File: src/rtl/tcs_defs.svh
// Register offsets, field positions and reset values of the timer
`ifndef TCS_DEFS_SVH
`define TCS_DEFS_SVH
// Byte offsets of the register words
`define TCS_OFF_CTRL    5'h00
`define TCS_OFF_STAT    5'h04
`define TCS_OFF_RELOAD  5'h08
`define TCS_OFF_MATCH   5'h0C
`define TCS_OFF_SNAP    5'h10
// Control word fields
`define TCS_CTRL_W      13
`define TCS_C_MODE_LO   0
`define TCS_C_MODE_HI   2
`define TCS_C_RUN       3
`define TCS_C_CPE       4
`define TCS_C_GTE       5
`define TCS_C_OC_LO     6
`define TCS_C_OC_HI     7
`define TCS_C_IM_LO     8
`define TCS_C_IM_HI     10
`define TCS_C_EXT       11
`define TCS_C_BYP       12
// Status word fields
`define TCS_STAT_W      7
`define TCS_S_MATCH     0
`define TCS_S_TMO       1
`define TCS_S_GATE      2
`define TCS_S_CMP       3
`define TCS_S_ON        4
`define TCS_S_GLVL      5
`define TCS_S_OUT       6
// Reset values
`define TCS_CTRL_RST    13'h0000
`define TCS_DATA_RST    32'h0000_0000
`endif

File: src/rtl/tcs_pkg.sv
// Types shared by the timer design
`default_nettype none
package tcs_pkg;
  // Sequencer states, one-hot
  typedef enum logic [2:0] {
    ST_IDLE = 3'h1,
    ST_RUN  = 3'h2,
    ST_HOLD = 3'h4
  } tcs_state_t;
  // Operating modes
  typedef enum logic [2:0] {
    MODE_CAP = 3'h0,
    MODE_SQ  = 3'h1
  } tcs_mode_t;
  // Output pin actions
  typedef enum logic [1:0] {
    OC_NONE = 2'h0,
    OC_TOG  = 2'h1,
    OC_LOW  = 2'h2,
    OC_HIGH = 2'h3
  } tcs_oc_t;
endpackage : tcs_pkg
`default_nettype wire

File: src/rtl/tcs_sync.sv
// Three-stage pin synchroniser with agreement filter
`default_nettype none
module tcs_sync #(
  parameter int         W   = 1,    // Number of pins
  parameter logic [W-1:0] RST = '0  // Level held during reset
) (
  input  wire logic         clk_i,    // System clock
  input  wire logic         rst_n_i,  // Synchronous reset, low
  input  wire logic         ce_i,     // Clock enable
  input  wire logic [W-1:0] pin_i,    // Asynchronous pins
  output logic      [W-1:0] lvl_o     // Filtered levels
);
  generate
    if (W < 1) begin : g_chk
      $error("tcs_sync needs at least one pin");
    end
  endgenerate

  genvar g;
  generate
    for (g = 0; g < W; g++) begin : g_bit
      logic s1_q;  // First stage, read by second only
      logic s2_q;  // Second stage
      logic s3_q;  // Third stage
      // Shift chain; level moves once stages two and three agree
      always_ff @(posedge clk_i) begin
        if (!rst_n_i) begin
          s1_q     <= RST[g];
          s2_q     <= RST[g];
          s3_q     <= RST[g];
          lvl_o[g] <= RST[g];
        end else if (ce_i) begin
          s1_q <= pin_i[g];
          s2_q <= s1_q;
          s3_q <= s2_q;
          if (s2_q == s3_q) begin
            lvl_o[g] <= s3_q;
          end
        end
      end
    end
  endgenerate
endmodule : tcs_sync
`default_nettype wire

File: src/rtl/tcs_timer.sv
// Capture/compare and square-wave timer with Avalon-MM registers
`include "tcs_defs.svh"
`default_nettype none
// Functional notes
// - Mode 000 selects capture/compare operation
// - Both enables start timer, load on tick
// - Gate never stops counter in capture mode
// - Snapshot follows counter one cycle later
// - Gate rise sets flag, freezes snapshot, W1C
// - Gate disabled means no capture at all
// - Status shows synchronised gate level always
// - Match sets flags and drives output pin
// - Zero sets timeout, clears compare, reloads
// - Masked flags drive the interrupt line
// - Match write may race compare, old used
// - Mode 001 selects square-wave operation
// - Square start may wait on gate assertion
// - Timeout every reload plus one ticks, toggle
// - Gate negation pauses, sets flag, resumes
// - Gate disabled: start on tick, no flag
// - Reload write may race load, old used
// - 8-bit prescaler feeds 16-bit down-counter
// - Clock is pin or half system clock
module tcs_timer #(
  parameter int CNT_W = 16,  // Counter width
  parameter int PRE_W = 8    // Prescaler width
) (
  input  wire logic        CLK_I,            // System clock
  input  wire logic        RESET_N_I,        // Synchronous reset, low
  input  wire logic        CE_I,             // Clock enable
  input  wire logic [4:0]  AVS_ADDRESS_I,    // Byte address
  input  wire logic [3:0]  AVS_BYTEENABLE_I, // Byte lanes
  input  wire logic        AVS_READ_I,       // Read request
  input  wire logic        AVS_WRITE_I,      // Write request
  input  wire logic [31:0] AVS_WRITEDATA_I,  // Write data
  output logic      [31:0] AVS_READDATA_O,   // Read data
  output logic             AVS_WAITREQUEST_O,// Stall
  input  wire logic        GATE_PIN_N_I,     // Gate pin, active low
  input  wire logic        EXT_CLOCK_PIN_I,  // External count clock
  output logic             WAVE_O,           // Waveform pin
  output logic             IRQ_O             // Interrupt line
);
  // Parameter check
  generate
    if (CNT_W < 2 || CNT_W > 32 || PRE_W < 1 || PRE_W > 16) begin : g_chk
      $error("tcs_timer: unsupported counter or prescaler width");
    end
  endgenerate

  // Registers
  logic [`TCS_CTRL_W-1:0] ctrl_q;   // Control word
  logic [CNT_W-1:0]       reload_q; // Reload value
  logic [CNT_W-1:0]       match_q;  // Match value
  logic [CNT_W-1:0]       snap_q;   // Count snapshot
  logic [CNT_W-1:0]       cnt_q;    // Down-counter
  logic [PRE_W-1:0]       pre_q;    // Prescaler
  logic                   load_q;   // Load due on next tick
  logic                   tc_q;     // Match flag
  logic                   to_q;     // Timeout flag
  logic                   tg_q;     // Gate event flag
  logic                   cmp_q;    // Compare status bit
  logic                   wave_q;   // Output pin level
  logic                   half_q;   // Half system clock
  logic                   sel_q;    // Previous selected clock
  logic                   gprev_q;  // Previous gate level
  logic                   ack_q;    // Bus answer phase
  logic [31:0]            rdata_q;  // Read data
  tcs_pkg::tcs_state_t    st_q;     // Sequencer state
  tcs_pkg::tcs_state_t    st_d;     // Next state

  // Control fields
  wire [2:0] mode    = ctrl_q[`TCS_C_MODE_HI:`TCS_C_MODE_LO];
  wire       soft_run_bit     = ctrl_q[`TCS_C_RUN];
  wire       clock_path_enable     = ctrl_q[`TCS_C_CPE];
  wire       gate_enable_bit     = ctrl_q[`TCS_C_GTE];
  wire [1:0] oc      = ctrl_q[`TCS_C_OC_HI:`TCS_C_OC_LO];
  wire [2:0] imask   = ctrl_q[`TCS_C_IM_HI:`TCS_C_IM_LO];
  wire       use_ext = ctrl_q[`TCS_C_EXT];
  wire       bypass  = ctrl_q[`TCS_C_BYP];
  wire       is_cap  = (mode == tcs_pkg::MODE_CAP);
  wire       is_sq   = (mode == tcs_pkg::MODE_SQ);

  // Synchronised pins: bit 0 gate, bit 1 external clock
  logic [1:0] pin_lvl;  // Filtered levels
  tcs_sync #(
    .W   (2),
    .RST (2'h1)
  ) u_sync (
    .clk_i   (CLK_I),
    .rst_n_i (RESET_N_I),
    .ce_i    (CE_I),
    .pin_i   ({EXT_CLOCK_PIN_I, GATE_PIN_N_I}),
    .lvl_o   (pin_lvl)
  );
  wire gate_lvl  = pin_lvl[0];
  wire gate_on   = ~gate_lvl;               // Gate asserted
  wire gate_rise = gate_lvl & ~gprev_q;     // Pin rises: negation

  // Clock selection and falling-edge detect
  wire sel_lvl  = use_ext ? pin_lvl[1] : half_q;
  wire sel_fall = sel_q & ~sel_lvl;
  wire pre_tick = sel_fall & (pre_q == '0);
  wire cnt_clk  = bypass ? sel_fall : pre_tick;

  // Enables
  wire go      = soft_run_bit & clock_path_enable;
  wire gate_ok = ~(is_sq & gate_enable_bit) | gate_on;
  wire running = (st_q == tcs_pkg::ST_RUN);
  wire tick    = running & cnt_clk;

  // Counter next value and events
  wire [CNT_W-1:0] cnt_nxt = load_q ? reload_q : cnt_q - 1'b1;
  wire to_ev    = tick & (cnt_nxt == '0);
  wire match_ev = tick & (cnt_nxt == match_q);
  wire gate_ev  = gate_enable_bit & (is_cap | is_sq) & gate_rise & soft_run_bit;

  // Bus decode
  wire sel_ctrl = (AVS_ADDRESS_I == `TCS_OFF_CTRL);
  wire sel_stat = (AVS_ADDRESS_I == `TCS_OFF_STAT);
  wire sel_rel  = (AVS_ADDRESS_I == `TCS_OFF_RELOAD);
  wire sel_mat  = (AVS_ADDRESS_I == `TCS_OFF_MATCH);
  wire sel_snap = (AVS_ADDRESS_I == `TCS_OFF_SNAP);
  wire wr_en    = AVS_WRITE_I & ack_q;
  wire rd_take  = AVS_READ_I & ~ack_q;
  wire [31:0] bmask = {{8{AVS_BYTEENABLE_I[3]}}, {8{AVS_BYTEENABLE_I[2]}},
                       {8{AVS_BYTEENABLE_I[1]}}, {8{AVS_BYTEENABLE_I[0]}}};
  wire [31:0] wbits = AVS_WRITEDATA_I & bmask;
  wire [31:0] ctrl32 = {{(32-`TCS_CTRL_W){1'b0}}, ctrl_q};
  wire [31:0] ctrl_w = (ctrl32 & ~bmask) | wbits;
  wire [31:0] rel32  = {{(32-CNT_W){1'b0}}, reload_q};
  wire [31:0] rel_w  = (rel32 & ~bmask) | wbits;
  wire [31:0] mat32  = {{(32-CNT_W){1'b0}}, match_q};
  wire [31:0] mat_w  = (mat32 & ~bmask) | wbits;
  wire clr_stat = wr_en & sel_stat;
  wire clr_tc   = clr_stat & wbits[`TCS_S_MATCH];
  wire clr_to   = clr_stat & wbits[`TCS_S_TMO];
  wire clr_tg   = clr_stat & wbits[`TCS_S_GATE];

  // Status word
  wire [`TCS_STAT_W-1:0] stat = {wave_q, gate_lvl, running, cmp_q,
                                 tg_q, to_q, tc_q};
  wire [31:0] rmux = sel_ctrl ? ctrl32 :
                     sel_stat ? {{(32-`TCS_STAT_W){1'b0}}, stat} :
                     sel_rel  ? rel32 :
                     sel_mat  ? mat32 :
                     sel_snap ? {{(32-CNT_W){1'b0}}, snap_q} :
                                `TCS_DATA_RST;

  // Output pin next level
  wire match_drv = is_cap & match_ev;
  logic wave_d;  // Next pin level
  always_comb begin
    wave_d = wave_q;
    if (match_drv) begin
      case (oc)
        tcs_pkg::OC_TOG:  wave_d = ~wave_d;
        tcs_pkg::OC_LOW:  wave_d = 1'b0;
        tcs_pkg::OC_HIGH: wave_d = 1'b1;
        default:          wave_d = wave_d;
      endcase
    end
    if (to_ev) begin
      case (oc)
        tcs_pkg::OC_TOG:  wave_d = ~wave_d;
        tcs_pkg::OC_LOW:  wave_d = is_cap;
        tcs_pkg::OC_HIGH: wave_d = ~is_cap;
        default:          wave_d = wave_d;
      endcase
    end
  end

  // Sequencer next state
  always_comb begin
    st_d = st_q;
    case (st_q)
      tcs_pkg::ST_IDLE: begin
        if (go && gate_ok) st_d = tcs_pkg::ST_RUN;
      end
      tcs_pkg::ST_RUN: begin
        if (!go) st_d = tcs_pkg::ST_IDLE;
        else if (!gate_ok) st_d = tcs_pkg::ST_HOLD;
      end
      tcs_pkg::ST_HOLD: begin
        if (!go) st_d = tcs_pkg::ST_IDLE;
        else if (gate_ok) st_d = tcs_pkg::ST_RUN;
      end
      default: st_d = tcs_pkg::ST_IDLE;
    endcase
  end

  // Bus slave: one wait cycle per access
  always_ff @(posedge CLK_I) begin
    if (!RESET_N_I) begin
      ack_q   <= 1'b0;
      rdata_q <= `TCS_DATA_RST;
      ctrl_q  <= `TCS_CTRL_RST;
      reload_q <= '0;
      match_q <= '0;
    end else if (CE_I) begin
      ack_q <= (AVS_READ_I | AVS_WRITE_I) & ~ack_q;
      if (rd_take) rdata_q <= rmux;
      if (wr_en && sel_ctrl) ctrl_q <= ctrl_w[`TCS_CTRL_W-1:0];
      if (wr_en && sel_rel) reload_q <= rel_w[CNT_W-1:0];
      if (wr_en && sel_mat) match_q <= mat_w[CNT_W-1:0];
    end
  end

  // Clock generation and edge history
  always_ff @(posedge CLK_I) begin
    if (!RESET_N_I) begin
      half_q  <= 1'b0;
      sel_q   <= 1'b0;
      gprev_q <= 1'b1;
    end else if (CE_I) begin
      half_q  <= ~half_q;
      sel_q   <= sel_lvl;
      gprev_q <= gate_lvl;
    end
  end

  // Prescaler, counter and sequencer; run bit clear holds reset
  always_ff @(posedge CLK_I) begin
    if (!RESET_N_I || (CE_I && !soft_run_bit)) begin
      st_q   <= tcs_pkg::ST_IDLE;
      pre_q  <= '1;
      cnt_q  <= '0;
      load_q <= 1'b0;
    end else if (CE_I) begin
      st_q <= st_d;
      if (st_q == tcs_pkg::ST_IDLE && st_d == tcs_pkg::ST_RUN) begin
        load_q <= 1'b1;
        pre_q  <= '1;
      end else if (running && sel_fall) begin
        pre_q <= pre_q - 1'b1;
      end
      if (tick) begin
        cnt_q  <= cnt_nxt;
        load_q <= (cnt_nxt == '0);
      end
    end
  end

  // Flags, snapshot and pin; a flag set wins over a write-one clear
  always_ff @(posedge CLK_I) begin
    if (!RESET_N_I || (CE_I && !soft_run_bit)) begin
      tc_q   <= 1'b0;
      to_q   <= 1'b0;
      tg_q   <= 1'b0;
      cmp_q  <= 1'b0;
      wave_q <= 1'b0;
      snap_q <= '0;
    end else if (CE_I) begin
      tc_q   <= match_ev | (tc_q & ~clr_tc);
      to_q   <= to_ev | (to_q & ~clr_to);
      tg_q   <= gate_ev | (tg_q & ~clr_tg);
      cmp_q  <= ~to_ev & (match_ev | cmp_q);
      wave_q <= wave_d;
      if (!tg_q) snap_q <= cnt_q;
    end
  end

  // Outputs
  // Stall also while frozen, so no answer is given that commits nothing
  assign AVS_WAITREQUEST_O = (AVS_READ_I | AVS_WRITE_I) & ~(ack_q & CE_I);
  assign AVS_READDATA_O    = rdata_q;
  assign WAVE_O            = wave_q;
  assign IRQ_O = |({tg_q, to_q, tc_q} & imask);
endmodule : tcs_timer
`default_nettype wire

File: config.mk
export PLATFORM = sky130hd
export DESIGN_NAME = tcs_timer
export DESIGN_NICKNAME = d
export VERILOG_FILES = /design/src/rtl/tcs_pkg.sv /design/src/rtl/tcs_sync.sv /design/src/rtl/tcs_timer.sv
export VERILOG_INCLUDE_DIRS = /design/src /design/src/rtl
export SDC_FILE = /design/constraint.sdc
export NUM_CORES = 1
export LEC_CHECK = 0
export BUFFER_PORTS_ARGS = -buffer_cell sky130_fd_sc_hd__buf_2
export CAP_MARGIN = 20
export CORE_ASPECT_RATIO = 1.2
export CORE_MARGIN = 3
export CORE_UTILIZATION = 40
export DETAILED_ROUTE_END_ITERATION = 16
export PLACE_DENSITY = 0.69
export SYNTH_ARGS = -nofsm -noshare
export SYNTH_HDL_FRONTEND = slang
export SYNTH_SLANG_ARGS = --single-unit
File: constraint.sdc
create_clock -name CLK_I -period 7.7 [get_ports CLK_I]
set_input_delay 0 -clock CLK_I [delete_from_list [all_inputs] [get_ports CLK_I]]
set_output_delay 0 -clock CLK_I [all_outputs]
set_load 0.02 [all_outputs]
# [Yosys cells after proc, flatten, opt, wreduce, memory -nomap -nowiden]
# Cells that the tools add are included.
# Widths: inputs -> output; s select.
[word_totals] romBits=0 output_inout_bits=35 mem_count=0 in_bits=48 word_cells=148 mem_bits_rw=0 reg_bits=138 latchBits=0
[classes] n_div=0 n_lt_le_gt_ge=0 n_addsub=2 n_eq_ne=15 muxes=22 shifts=0 mul=0 n_bitwise=56 reduce_logical=27
[op_table] operator="$mux 16" n=6
[op_table] operator="$and 16x16->16" n=3
[op_table] operator="$or 16x16->16" n=2
[op_table] operator="$and 1x1->1" n=25
[op_table] operator="$reduce_and 2->1" n=10
[op_table] operator="$eq 16x16->1" n=1
[op_table] operator="$logic_not 16->1" n=1
[op_table] operator="$mux 8" n=2
[op_table] operator="$not 16->16" n=1
[op_table] operator="$sub 16x1->16 const B" n=1
[op_table] operator="$mux 3" n=5
[op_table] operator="$not 1->1" n=15
[op_table] operator="$and 13x13->13" n=1
[op_table] operator="$or 13x13->13" n=1
[op_table] operator="$eq 5x4->1 const B" n=2
[op_table] operator="$pmux 3 s3" n=1
[op_table] operator="$logic_not 8->1" n=1
[op_table] operator="$sub 8x1->8 const B" n=1
[op_table] operator="$logic_and 1x1->1" n=7
[op_table] operator="$or 1x1->1" n=7
[op_table] operator="$eq 3x1->1 const B" n=2
[op_table] operator="$eq 3x2->1 const B" n=2
[op_table] operator="$mux 1" n=6
[op_table] operator="$pmux 1 s3" n=2
[op_table] operator="13 further kinds" n=17

# [Longest topological paths before layout]
[logic_depth] ltp_word=12 depth_mapped=13 ltp_nobuf=11

# [By module]
# From an unflattened synthesis, not the netlist that was laid out.
[hier_totals] cells_unflattened=792 hier_area_um2=6725.2
[modules_own_cells] module="tcs_timer" seq_area_each_um2=2282.2 n_inst=1 cells_each=761 area_per_inst_um2=6406.1
[modules_own_cells] module="tcs_sync" seq_area_each_um2=160.2 n_inst=1 cells_each=31 area_per_inst_um2=319.1

# [Worst setup path after synthesis]
# OpenSTA, ideal clock, no wires.
[synth_timing] path_kind="register -> register" startpoint="register cnt_q[0]" endpoint="register wave_q, in the netlist WAVE_O" synth_period_minus_slack_ns=3.046 arrival_time_ns=2.979 setup_time_ns=0.067 n_path_buf=2 path_stages_with_launch=14 slack_ns=4.654 path_cell_list="dfxtp_1 -> buf_6 -> inv_1 -> ha_1 -> nor3b_2 -> and2_1 -> buf_4 -> xnor2_1 -> a221o_1 -> o41ai_1 -> nand4_1 -> mux2_1 -> a2111o_1 -> a21oi_2"
[synth_between] elab_chain_len=9 word_cells_on_any_way=11 cone_classes="add/sub: 1; eq/ne: 1; mux: 4; bitwise: 4; reduce/logical: 1"
[synth_rtl] element="from (decl)" line_no="tcs_timer.sv:55" source="logic [CNT_W-1:0] cnt_q;"
[synth_rtl] element="from (signal assigned)" line_no="tcs_timer.sv:237" source="cnt_q <= cnt_nxt;"
[synth_rtl] element="$sub 16x1->16 (*)" line_no="tcs_timer.sv:112" source="wire [CNT_W-1:0] cnt_nxt = load_q ? reload_q : cnt_q - 1'b1;"
[synth_rtl] element="$mux 16 (*)" line_no="tcs_timer.sv:112"
[synth_rtl] element="$eq 16x16->1" line_no="tcs_timer.sv:114" source="wire match_ev = tick & (cnt_nxt == match_q);"
[synth_rtl] element="$and 1x1->1" line_no="tcs_timer.sv:114"
[synth_rtl] element="$and 1x1->1" line_no="tcs_timer.sv:150" source="wire match_drv = is_cap & match_ev;"
[synth_rtl] element="$mux 1" line_no="tcs_timer.sv:154" source="if (match_drv) begin"
[synth_rtl] element="$not 1->1" line_no="tcs_timer.sv:164" source="tcs_pkg::OC_TOG: wave_d = ~wave_d;"
[synth_rtl] element="$pmux 1 s3" line_no="tcs_timer.sv:163" source="case (oc)"
[synth_rtl] element="$mux 1 (*)" line_no="tcs_timer.sv:162" source="if (to_ev) begin"
[synth_rtl] element="to (signal assigned)" line_no="tcs_timer.sv:257" source="wave_q <= wave_d;"
[synth_rtl] element="to (decl)" line_no="tcs_timer.sv:62" source="logic wave_q;"
# Every way passes the cells marked *; elsewhere a longest branch is shown, timed or not.
# A chain may end at the register's enable or synchronous reset.

# [Final worst setup path]
[layout_timing] startpoint="register cnt_q[8]" endpoint="register wave_q, in the netlist WAVE_O"
# Same word-level chain as after synthesis.

==> qor.txt <==
Initial DRC Count -> 552
Setup-failing EPs final -> 0
Fin crit period -> 3700 ps
Die X -> 125 microns
IO Pins -> 83
Seq. cell area -> 0.00244 sq mm
Antenna viol nets, final -> 0
Worst-Margin Slew -> 957 ps
Cell Area, Synth -> 0.00679 sq mm
Final setup TNS -> 0 ps
Synth top cells by count -> 124 x nand2_1, 122 x dfxtp_1, 71 x a21oi_1, 68 x nor2_1, 52 x clkbuf_1
Net Sw Power -> 0.000358 W
IO buf count -> 48
Comb power frac -> 0.056
DRC violations left -> 0
Total number of vias -> 6435
Most common cell in the netlist -> nand2_1
Die H -> 149 microns
Drt first pass iters -> 8
Post-synth EDFFs -> 0
Fin. Hold Viols -> 0
Vias in the first global route -> 5918
Syn Area/Cell -> 7.97 sq um
Resize count post-CTS -> 0
Worst EP required -> 7970 ps
CP Capture Type -> flip-flop
Final Cycle Share -> 0.481
CTS tree -> built
Routed wire per std cell -> 18.3 microns
Core ar. -> 0.0165 sq mm
Worst Path Max Fanout -> 14
Area grow syn2layout -> 15.3%
Sw frac -> 0.230
Slew Limit Fails -> 0
Initial antenna violation count -> 0
Rel. slew slack -> 0.356
Worst Clk Skew -> 5.92 ps
Starting density of the core -> 0.412
Clock transition at path regs -> 60 ps
Max Cap Violations -> 0
Register area share after synthesis -> 0.360
RePlAce Congestion -> 1.04
Seq pwr share -> 0.414
Standard-cell rows -> 51
RSZ-0062 raised after global routing -> no
Nets@finish -> 932
Clock latency on the worst-skew pair -> 410 ps
CTS sink cnt -> 122
First-pass GRT wire length -> 32100 microns
Int Pwr -> 0.00120 W
Leakage -> 2.90 nW
Fmax -> 270 MHz
All-Layer GR Usage -> 0.217
Pwr dens -> 199 mW/mm^2
Post-CTS Setup Inserts -> 0
Status -> finished clean
Syn. warnings -> 0
Final setup margin -> 4000 ps
Crit start category -> flip-flop
Area of the multi-input gates -> 0.00392 sq mm
WS Path Type -> reg2reg
Routed WL -> 20200 microns
Pin count of the biggest net entering global routing -> 76
#FFs+latches synth -> 122
Asr flop ratio synth -> 0
CTS Buffer Depth -> 2
Worst vdd ir -> 0.147 mV
Layout cells sized above 1 -> 0.121
Synth area leaders -> dfxtp_1 36%, nand2_1 6.9%, mux2i_1 6.6%, a21oi_1 5.2%, nor2_1 3.8%
DP Worst Slack -> 4110 ps
# fillers -> 1625
Hold WS -> 75.9 ps
Share of the synthesized area in the top cell type -> 0.360
Total gr overflow -> 0
Vias per std cell -> 5.82
Post-synth top area cell -> dfxtp_1
Detailed-placement wirelength estimate -> 14300 microns
TritonCTS buffer count -> 17
Hold Crit Class -> in2reg
Number of H-tree levels -> 4
Total die area -> 0.0186 sq mm
Clock power share -> 0.530
Placed Cells -> 1056
Netlist cell types -> 69
ANT cells -> 0
Root buffer cell -> clkbuf_16
Prevailing post-synth register cell -> dfxtp_1
CP arrival -> 3970 ps
Fin cells -> 1106
Cells after synthesis -> 852
[metal layers]
metal / global-route usage / part of all wire / vias up
met4: 0.118 / 0.051 / 0
li1: - / - / 3039
met3: 0.0356 / 0.072 / 61
met1: 0.261 / 0.39 / 3011
met2: 0.373 / 0.48 / 324
met5: 0 / 0 / -
[power by group through the flow]
stage | Sequential, W | Combinational, W | Clock [W]
3_3_place_gp | 0.000658 | 0.0000789 | 0
3_5_place_dp | 0.000658 | 0.0000792 | 0
2_1_floorplan | 0.000663 | 0.0000523 | 0
5_1_grt | 0.000645 | 0.0000948 | 0.000861
4_1_cts | 0.000644 | 0.0000868 | 0.000834
6_report | 0.000644 | 0.0000874 | 0.000825
[area by class of cell]
cell class                 instances  area share
timing repair buffer              74      0.0614
sequential                       122       0.312
clock inverter                    12      0.0211
multi-input combinational        638       0.500
clock buffer                      19      0.0578
tap                              212      0.0339
inverter                          29      0.0139
[critical path, cell delays in order (launching register included)]
cell and delay, ps:
dfxtp_1 460, nor4_1 890, nand4_1 310, xor2_1 320
nor2_1 90, o41ai_1 380, nand4_1 270, or2_2 380
o311ai_1 370, a21oi_2 90
[cell usage in the layout, fill, tap and decap left out, types with 17 or more instances in the layout]
cell type	netlist	final
a21boi_0	27	27
clkbuf_16	0	17
mux2i_1	45	45
xnor2_1	21	21
nand2_1	124	124
o21ai_0	27	27
nor3_1	26	26
nor2_1	68	68
buf_2	1	48
dlygate4sd3_1	0	18
inv_1	29	29
dfxtp_1	122	122
nor2b_1	30	30
a21oi_1	71	71
[through the flow]
step           utilization  power [W]  cell area (sq um)
6_report             0.476    0.00156               7830
5_1_grt              0.476    0.00160               7830
4_1_cts              0.475    0.00156               7820
3_5_place_dp         0.427   0.000737               7020
3_3_place_gp         0.427   0.000736               7020
2_1_floorplan            -   0.000715               6850
[path summary, 6_finish.rpt]
kind	start	endpoint	slack (ps)	cells past startpoint
worst max-delay path	cnt_q[8]	WAVE_O	4000	9
worst min-delay path	AVS_READ_I	ack_q	80	5
worst max register to register	cnt_q[8]	WAVE_O	4000	9
worst min register to register	cmp_q	cmp_q	440	2
[kinds of logic (layout without fill, tap and decap cells)]
group | count (synthesis) | after routing | share of synthesized area
flops | 122 | 122 | 0.360
xor+xnor | 33 | 33 | 0.0426
other cells | 1 | 16 | 0.000552
fa+ha+maj | 2 | 2 | 0.00369
mux | 53 | 53 | 0.0796
buf+inv | 107 | 134 | 0.0732
simple gates | 335 | 335 | 0.242
compound gates | 199 | 199 | 0.199
[repair_timing]
| item | CTS | global route |
|---|---|---|
| endpoints found under the hold margin | 47 | 0 |
| hold buffers | 18 | 0 |
| setup endpoints to repair | 0 | 0 |
Note: power is estimated with default switching activity, not from simulation.
